--- src/include/pwrsc_map.svh ---
// constants for the power state controller: mode codes and timing counts
`ifndef PWRSC_MAP_SVH
`define PWRSC_MAP_SVH
`define PWRSC_MODE_IDLE 2'h0
`define PWRSC_MODE_STANDBY 2'h1
`define PWRSC_MODE_POWER_DOWN 2'h2
`define PWRSC_WAKE_CLK 6
`define PWRSC_BROWNOUT_WAIT_CODE 2'h3
`define PWRSC_OSC_STARTUP_DEFAULT 64
`endif

--- src/include/pwrsc_pkg.sv ---
// types for the power state controller
package pwrsc_pkg;
    typedef enum logic [4:0] {
        PWRSC_ACTIVE = 5'h01,
        PWRSC_IDLE = 5'h02,
        PWRSC_STANDBY = 5'h04,
        PWRSC_POWER_DOWN = 5'h08,
        PWRSC_WAKING = 5'h10
    } pwrsc_state_t;

    // wake request sources
    typedef struct packed {
        logic pin_change;
        logic pin_async;
        logic level_monitor;
        logic rtc;
        logic periodic_timer;
        logic two_wire_addr;
        logic usart_sof;
        logic adc_touch;
        logic capture;
        logic config_logic;
        logic other;
    } pwrsc_wake_t;

    // run-in-standby bits of the peripherals that have one
    typedef struct packed {
        logic rtc;
        logic config_logic;
        logic comparator;
        logic adc_touch;
        logic dac;
        logic capture;
        logic main_osc_req;
    } pwrsc_run_in_standby_t;

    // per-peripheral run enables
    typedef struct packed {
        logic cpu;
        logic rtc;
        logic periodic_timer;
        logic watchdog;
        logic brownout;
        logic event_routing;
        logic config_logic;
        logic comparator;
        logic adc_touch;
        logic dac;
        logic capture;
        logic others;
    } pwrsc_periph_en_t;

    // clock source enables
    typedef struct packed {
        logic main_osc;
        logic rtc_clk;
        logic watchdog_osc;
        logic brownout_osc;
        logic config_logic_clk;
        logic control_timer_clk;
    } pwrsc_clk_en_t;
endpackage : pwrsc_pkg

--- src/verilog/pwrsc_power_state_controller.sv ---
// power state controller: sleep entry, peripheral and clock gating, wake sequencing
`timescale 1ns/1ps
`include "pwrsc_map.svh"

// Overview of operation
// - one active state plus idle, standby and power-down low-power states.
// - every low-power state entered from active; core halted while asleep.
// - enabled wake interrupt returns to active, ISR runs, then resume after entry.
// - reset ends any low-power state; execution restarts from the reset vector.
// - register file, SRAM and peripheral registers keep contents while asleep.
// - with no enabled wake interrupt, device sleeps until reset.
// - idle stops only the core; everything else runs; all interrupts wake.
// - standby keeps watchdog, brownout, event routing, periodic timer; those with a run-in-standby bit follow it, others stop.
// - standby gates RTC counter by its bit; power-down stops RTC counter, keeps periodic timer.
// - power-down keeps brownout, watchdog, event routing, periodic timer only.
// - power-down wakes on pin change, periodic timer, level monitor, address match, logic; pin change only with pin_async set.
// - standby wakes on listed sources; all other interrupts only wake from idle; logic wakes power-down but not standby.
// - main clock per state; watchdog and brownout oscillators always; control timer idle.
// - wake latency six clocks, plus oscillator start-up in standby and power-down.
// - in power-down only low-power oscillator and RTC clock may run.
// - with brownout fuse code 3, wake also waits for brownout ready.
// - debug break while asleep forces return to active.
// - run-time debugging without break leaves behaviour unchanged.
// - mode code 0 idle, 1 standby, 2 power-down, 3 reserved.
module pwrsc_power_state_controller #(
    parameter int OSC_STARTUP_CLK = `PWRSC_OSC_STARTUP_DEFAULT
) (
    input wire logic ref_clk_in,
    input wire logic rst_in,
    input wire logic [1:0] low_power_mode_select_in,
    input wire logic low_power_entry_enable_in,
    input wire logic sleep_instr_in,
    input wire pwrsc_pkg::pwrsc_wake_t wake_req_in,
    input wire pwrsc_pkg::pwrsc_run_in_standby_t run_in_standby_in,
    input wire logic [1:0] brownout_fuse_in,
    input wire logic brownout_ready_in,
    input wire logic debug_break_in,
    output logic core_run_out,
    output logic wake_irq_out,
    output pwrsc_pkg::pwrsc_state_t state_out,
    output pwrsc_pkg::pwrsc_periph_en_t periph_en_out,
    output pwrsc_pkg::pwrsc_clk_en_t clk_en_out
);
    localparam int WAKE_CLK = `PWRSC_WAKE_CLK;
    localparam int CNT_W = $clog2(WAKE_CLK + OSC_STARTUP_CLK + 1);

    pwrsc_pkg::pwrsc_state_t state_q;
    pwrsc_pkg::pwrsc_state_t state_d;
    logic [CNT_W-1:0] wake_cnt_q;
    logic [CNT_W-1:0] wake_load;
    logic wake_by_irq_q;
    logic irq_wake;
    logic any_wake;
    logic entry_ok;
    logic wake_done;
    logic brownout_wait;

    // each state wakes on its own source list; in standby the rtc wakes only with its run-in-standby bit
    always_comb begin
        irq_wake = 1'b0;
        case (state_q)
            pwrsc_pkg::PWRSC_IDLE: begin
                irq_wake = |wake_req_in;
            end
            pwrsc_pkg::PWRSC_STANDBY: begin
                irq_wake = wake_req_in.pin_change | wake_req_in.level_monitor
                    | (wake_req_in.rtc & run_in_standby_in.rtc) | wake_req_in.periodic_timer
                    | wake_req_in.two_wire_addr | wake_req_in.usart_sof
                    | wake_req_in.adc_touch | wake_req_in.capture;
            end
            pwrsc_pkg::PWRSC_POWER_DOWN: begin
                irq_wake = (wake_req_in.pin_change & wake_req_in.pin_async)
                    | wake_req_in.periodic_timer | wake_req_in.level_monitor
                    | wake_req_in.two_wire_addr | wake_req_in.config_logic;
            end
            default: begin
                irq_wake = 1'b0;
            end
        endcase
    end

    // a break wakes even with nothing pending; no wake source means sleep till reset
    assign any_wake = irq_wake | debug_break_in;

    // entry only on the instruction with enable set and a defined mode
    assign entry_ok = sleep_instr_in & low_power_entry_enable_in
        & (low_power_mode_select_in != 2'h3);

    // idle keeps the main clock, so only the fixed six clocks apply
    always_comb begin
        if (state_q == pwrsc_pkg::PWRSC_IDLE) begin
            wake_load = CNT_W'(WAKE_CLK - 1);
        end else begin
            wake_load = CNT_W'(WAKE_CLK + OSC_STARTUP_CLK - 1);
        end
    end

    assign brownout_wait = (brownout_fuse_in == `PWRSC_BROWNOUT_WAIT_CODE)
        & ~brownout_ready_in;
    assign wake_done = (wake_cnt_q == '0) & ~brownout_wait;

    always_comb begin
        state_d = state_q;
        case (state_q)
            pwrsc_pkg::PWRSC_ACTIVE: begin
                if (entry_ok) begin
                    case (low_power_mode_select_in)
                        `PWRSC_MODE_IDLE: state_d = pwrsc_pkg::PWRSC_IDLE;
                        `PWRSC_MODE_STANDBY: state_d = pwrsc_pkg::PWRSC_STANDBY;
                        `PWRSC_MODE_POWER_DOWN: state_d = pwrsc_pkg::PWRSC_POWER_DOWN;
                        default: state_d = pwrsc_pkg::PWRSC_ACTIVE;
                    endcase
                end
            end
            pwrsc_pkg::PWRSC_IDLE,
            pwrsc_pkg::PWRSC_STANDBY,
            pwrsc_pkg::PWRSC_POWER_DOWN: begin
                if (any_wake) begin
                    state_d = pwrsc_pkg::PWRSC_WAKING;
                end
            end
            pwrsc_pkg::PWRSC_WAKING: begin
                if (wake_done) begin
                    state_d = pwrsc_pkg::PWRSC_ACTIVE;
                end
            end
            default: begin
                state_d = pwrsc_pkg::PWRSC_ACTIVE;
            end
        endcase
    end

    // reset from any state lands in active; the core restarts at its vector
    always_ff @(posedge ref_clk_in or posedge rst_in) begin
        if (rst_in) begin
            state_q <= pwrsc_pkg::PWRSC_ACTIVE;
        end else begin
            state_q <= state_d;
        end
    end

    always_ff @(posedge ref_clk_in or posedge rst_in) begin
        if (rst_in) begin
            wake_cnt_q <= '0;
        end else if (state_q != pwrsc_pkg::PWRSC_WAKING) begin
            wake_cnt_q <= wake_load;
        end else if (wake_cnt_q != '0) begin
            wake_cnt_q <= wake_cnt_q - CNT_W'(1);
        end
    end

    // remember whether an interrupt (not just a break) caused the wake
    always_ff @(posedge ref_clk_in or posedge rst_in) begin
        if (rst_in) begin
            wake_by_irq_q <= 1'b0;
        end else if (state_q != pwrsc_pkg::PWRSC_WAKING) begin
            wake_by_irq_q <= irq_wake;
        end
    end

    // core resumes and takes the isr before the instruction after entry
    always_ff @(posedge ref_clk_in or posedge rst_in) begin
        if (rst_in) begin
            wake_irq_out <= 1'b0;
        end else begin
            wake_irq_out <= (state_q == pwrsc_pkg::PWRSC_WAKING) & wake_done
                & wake_by_irq_q;
        end
    end

    assign state_out = state_q;
    // no reset is issued to storage on entry or exit, so contents survive
    assign core_run_out = (state_q == pwrsc_pkg::PWRSC_ACTIVE);

    always_comb begin
        periph_en_out = '1;
        clk_en_out = '1;
        case (state_q)
            pwrsc_pkg::PWRSC_IDLE: begin
                periph_en_out.cpu = 1'b0;
                clk_en_out = '1;
            end
            pwrsc_pkg::PWRSC_STANDBY: begin
                periph_en_out.cpu = 1'b0;
                periph_en_out.rtc = run_in_standby_in.rtc;
                periph_en_out.periodic_timer = 1'b1;
                periph_en_out.config_logic = run_in_standby_in.config_logic;
                periph_en_out.comparator = run_in_standby_in.comparator;
                periph_en_out.adc_touch = run_in_standby_in.adc_touch;
                periph_en_out.dac = run_in_standby_in.dac;
                periph_en_out.capture = run_in_standby_in.capture;
                periph_en_out.others = 1'b0;
                clk_en_out.main_osc = run_in_standby_in.main_osc_req;
                clk_en_out.rtc_clk = run_in_standby_in.rtc;
                clk_en_out.config_logic_clk = run_in_standby_in.config_logic;
                clk_en_out.control_timer_clk = 1'b0;
            end
            pwrsc_pkg::PWRSC_POWER_DOWN: begin
                periph_en_out = '0;
                periph_en_out.periodic_timer = 1'b1;
                periph_en_out.watchdog = 1'b1;
                periph_en_out.brownout = 1'b1;
                periph_en_out.event_routing = 1'b1;
                clk_en_out = '0;
                clk_en_out.rtc_clk = 1'b1;
                clk_en_out.watchdog_osc = 1'b1;
                clk_en_out.brownout_osc = 1'b1;
            end
            pwrsc_pkg::PWRSC_WAKING: begin
                periph_en_out.cpu = 1'b0;
            end
            default: begin
                periph_en_out = '1;
                clk_en_out = '1;
            end
        endcase
        // control timer clock runs only while awake or in idle
        if (state_q != pwrsc_pkg::PWRSC_IDLE && state_q != pwrsc_pkg::PWRSC_ACTIVE) begin
            clk_en_out.control_timer_clk = 1'b0;
        end
    end
endmodule : pwrsc_power_state_controller

--- config.mk ---
export PLATFORM = sky130hd
export DESIGN_NAME = pwrsc_power_state_controller
export DESIGN_NICKNAME = d
export VERILOG_FILES = /design/src/include/pwrsc_pkg.sv /design/src/verilog/pwrsc_power_state_controller.sv
export VERILOG_INCLUDE_DIRS = /design/src /design/src/include
export SDC_FILE = /design/constraint.sdc
export NUM_CORES = 1
export LEC_CHECK = 0
export ABC_CLOCK_PERIOD_IN_PS = 3100
export BUFFER_PORTS_ARGS = -buffer_cell sky130_fd_sc_hd__buf_2
export CORE_MARGIN = 5
export CORE_UTILIZATION = 39
export DETAILED_ROUTE_END_ITERATION = 6
export HOLD_SLACK_MARGIN = 0.06
export PLACE_DENSITY = 0.79
export SYNTH_ARGS = -nofsm -noshare
export SYNTH_HDL_FRONTEND = slang
export SYNTH_SLANG_ARGS = --single-unit
--- constraint.sdc ---
create_clock -name ref_clk_in -period 3.1 [get_ports ref_clk_in]
set_clock_uncertainty 0.15 [all_clocks]
set_input_delay 0.62 -clock ref_clk_in [delete_from_list [all_inputs] [get_ports ref_clk_in]]
set_output_delay 0.62 -clock ref_clk_in [all_outputs]
set_load 0.01 [all_outputs]
Word level (Yosys, flattened, before mapping)

Index checks and enable logic that the tools add are counted.
W data, S select, Z words.

Input bits: 28
Memory bits (read-only): 0
Word-level logic and storage cells: 66
Bits in registers: 14
Bits in latches: 0
Memories: 0
Bits in writable memories: 0

Bitwise gates (word level): 22
$lt $le $gt $ge: 0
Shifts and indexed selects: 0
Div/mod/pow operators: 0
$add $sub $neg: 1
$mul: 0
Reduce and logical (&&, ||, !) cells: 9
Equal/unequal tests: 15
Muxes and demuxes: 15

Operators with widths:

| operator              | number |
|---|---|
| $mux W7               | 3 |
| $mux W5               | 3 |
| $pmux W5 S3           | 1 |
| $or A1 B1 Y1          | 12 |
| $pmux W2 S2           | 3 |
| $pmux W4 S3           | 1 |
| $pmux W6 S2           | 1 |
| $reduce_or A11 Y1     | 1 |
| $and A1 B1 Y1         | 8 |
| $logic_not A7 Y1      | 1 |
| $reduce_bool A7 Y1    | 1 |
| $sub A7 B1 Y7 const B | 1 |
| $ne A2 B2 Y1 const B  | 3 |
| $eq A5 B1 Y1 const B  | 1 |
| $eq A5 B2 Y1 const B  | 1 |
| $eq A5 B3 Y1 const B  | 1 |
| $eq A5 B4 Y1 const B  | 1 |
| $eq A5 B5 Y1 const B  | 1 |
| $ne A5 B1 Y1 const B  | 1 |
| $ne A5 B2 Y1 const B  | 1 |
| $ne A5 B5 Y1 const B  | 1 |
| $eq A2 B2 Y1 const B  | 2 |
| $reduce_or A4 Y1      | 1 |
| $pmux W1 S3           | 1 |
| other kinds (9)       | 11 |

Logic depth before layout (Yosys ltp)

Word-level depth: 11
Mapped depth: 7
Mapped depth without buffers: 7

Worst setup path before layout

No wires, ideal clock.

Path type: register to output
Start point: register state_q[1], in the netlist state_out[1]
End point: output port periph_en_out[10] (netlist name)
Cell stages (with the launch flop): 5
Setup slack: 0.881 ns
Required time: 2.330 ns
Arrival time: 1.449 ns
Cell sequence: dfrtp_1 -> nor3_1 -> nand3_1 -> or2_2 -> and2_1

RTL lines:

| what                     | RTL line                            | source |
|---|---|---|
| start: declaration       | pwrsc_power_state_controller.sv:47  | `pwrsc_pkg::pwrsc_state_t state_q;` |
| start signal: assignment | pwrsc_power_state_controller.sv:136 | `state_q <= pwrsc_pkg::PWRSC_ACTIVE;` |
| start signal: assignment | pwrsc_power_state_controller.sv:138 | `state_q <= state_d;` |
| end: declaration         | pwrsc_power_state_controller.sv:41  | `output pwrsc_pkg::pwrsc_periph_en_t periph_en_out,` |

==> flow_summary.toml <==
[worst_hold_path]
min-delay-path-class = "primary input to async pin"

[cts]
cts_resized = 0
htree_levels = 1
post_cts_buffers = 0
cts_root_buffer = "clkbuf_4"
cts_tree = "built"
path_clk_slew_ps = 80
cts_hold_buf = 0
cts.sinks = 14
clock_path_buffers = 2
cts_inserted_buffers = 3
clock_latency_ps = 280

[synth]
postSynthCellCount = 106
yosys_warnings = 0
synth_area_leaders = "dfrtp_1 33%, buf_4 5.3%, nor2_1 4.9%, o21a_1 4.5%, dfstp_2 2.6%"
synth_top_area_share_pct = 32.8
ys_seq_area_share_pct = 35.4
ys_ff_latch = 14
syn_area_sq_um = 992
synth_flop_cell = "dfrtp_1"
synth_cell_type_count = 45
syn_avg_cell_area_sq_um = 9.36
synthArstFlopShare_pct = 100
synth_edf_count = 0
netlist.top_cell.by_area = "dfrtp_1"

[outcome]
status = "finished, final reports clean"

[worst_setup_path]
critPathMaxFanout = 8
slowest_delay_ps = 430
end_kind = "output pin"
path_delay_family = "simple AND/OR/NAND/NOR gates"
crit-reg2reg-launch = "wake_cnt_q[0]"
cp_slowest_cell = "dfrtp_1"
startpoint_type = "register"
cp_num_buf_inv = 1
crit_type = "register to output pin"
arrival_ps = 1960
crit_chain = "nor3_1 > nand3_1 > or2_2 > and2_1 > buf_2"
critical_path.startpoint = "state_out[1]"
cp.required_ps = 2330

[floorplanning]
core_area_sq_um = 2450
fp-row-count = 18
die_x_um = 60.4
die_h_um = 60.4
initial_core_util_pct = 40.4
pin_count = 53
die_area_sq_um = 3650

[timing]
period_share_pct = 88.2
fin_crit_ps = 2730
setup_tns_ps = 0
fmax_mhz = 366
slew-limit-headroom_pct = 65.2
rsz0062_at_grt = "no"
finalHoldViolCount = 0
worst_slew_pin_slew_ps = 521
report.final.slew_viol_count = 0
setup_viol = 0

[pwr]
power.internal_w = 0.000597
pwr-share-clk_pct = 12.1
ir_drop_v = 0.000612
p_leak_nw = 0.607
swShare_pct = 43.5
powerDensity_nw_per_um2 = 837
combinationalPowerShare_pct = 59.6
net-switching-power_w = 0.000459
pwr-share-seq_pct = 28.3

[route]
vias = 937
routedWlPerCell_um = 13.0
viasPerCell = 5.09
final_antenna_net_count = 0
first_pass_iters = 4
drc_errors = 0
totalWireLength_um = 2390
first_iter_violations = 4

[place]
port_buffers = 46
dp_hpwl_um = 1980
post_dp_cell_area_sq_um = 1230
place_congestion = 0.899

[final_layout]
drive_gt1_share_pct = 42.9
nets = 184
fin_area_sq_um = 1260
area_growth_pct = 27.2
diodes = 0
final_common_cell = "buf_2"
num-fill-cells = 229
final_cell_mix = "46 x buf_2, 13 x nor2_1, 13 x dfrtp_1"

[global_routing]
grt_start_max_net_pins = 15
grt_usage_pct = 14.1
antenna_found_initial = 0
grt_overflow = 0
grt_pass1_vias = 967
grt_pass1_wl_um = 3860

[run]
cap_viol_max_count = 0
[layer usage]
metal	global-route usage [%]	part of all wire [%]	vias to the layer above
li1	-	-	457
met1	18.3	44	430
met2	22.5	47	45
met3	3.19	7.9	5
met4	6.50	2.0	0
met5	0	0	-
[cell type report]
class | instances | area (sq um) | area share (%)
inverter | 7 | 26.3 | 2.08
multi-input combinational | 83 | 581 | 46.0
clock buffer | 4 | 36.3 | 2.87
tap | 30 | 37.5 | 2.97
sequential | 14 | 352 | 27.8
timing repair buffer | 46 | 230 | 18.2
[power by group through the flow]
stage	combinational, W	clock (W)	sequential, W
after floorplan	0.000438	0	0.000305
after global placement	0.000622	0	0.000296
after detailed placement	0.000628	0	0.000301
after CTS	0.000633	0.000132	0.000299
after global routing	0.000696	0.000140	0.000306
final	0.000630	0.000128	0.000299
[cells by family after synthesis]
logic type | share of synthesized area (%)
AO/OA/AOI/OAI | 15.8
adder cells (fa/ha/maj) | 1.26
other | 0.378
flip-flops | 35.4
buffers and inverters | 7.94
XOR/XNOR | 3.53
AND/OR/NAND/NOR | 33.5
multiplexers | 2.14
[worst reg2reg max path, cell delays in order (launching register included)]
cell	delay, ps
dfrtp_1	380
inv_1	90
ha_1	170
or3b_4	410
nand3b_4	170
a21o_1	220
a41oi_2	260
mux2_1	350
[metrics by stage]
stage / total power, W / util, % / std cells / setup slack (ps) / hold WS, ps
floorplan: 0.000743 / - / 111 / 881 / 306
global placement: 0.000918 / 49.9 / 180 / 780 / 325
detailed placement: 0.000929 / 49.9 / 180 / 699 / 334
CTS: 0.00106 / 51.4 / 184 / 378 / 224
global route: 0.00114 / 51.4 / 184 / 294 / 257
finish: 0.00106 / 51.4 / 184 / 365 / 207
[cell usage after synthesis (2+ instances only)]
cell,number
or3_1,2
nand2b_1,2
nand3_1,4
nand2_1,5
a21oi_1,4
nor3_1,3
xnor2_1,3
nor4_1,2
or2_2,2
o21a_1,6
or3b_2,2
and3_1,2
nor2_1,13
buf_4,7
dfrtp_1,13
inv_1,7
[final timing paths]
path / slack (ps) / cells after the start / to
max: 370 / 5 / periph_en_out[10]
min: 210 / 2 / state_out[4]
max reg2reg: 790 / 7 / state_out[2]
min reg2reg: 350 / 2 / wake_by_irq_q
max in group asynchronous: 2230 / 2 / state_out[0]
min in group ref_clk_in: 350 / 2 / wake_by_irq_q
[sequential cells by signal, indices dropped and copies added (netlist names)]
name	count
wake_cnt_q	7
wake_irq_out	1
state_out	5
wake_by_irq_q	1
No activity file was read; power rests on OpenSTA's default activity.
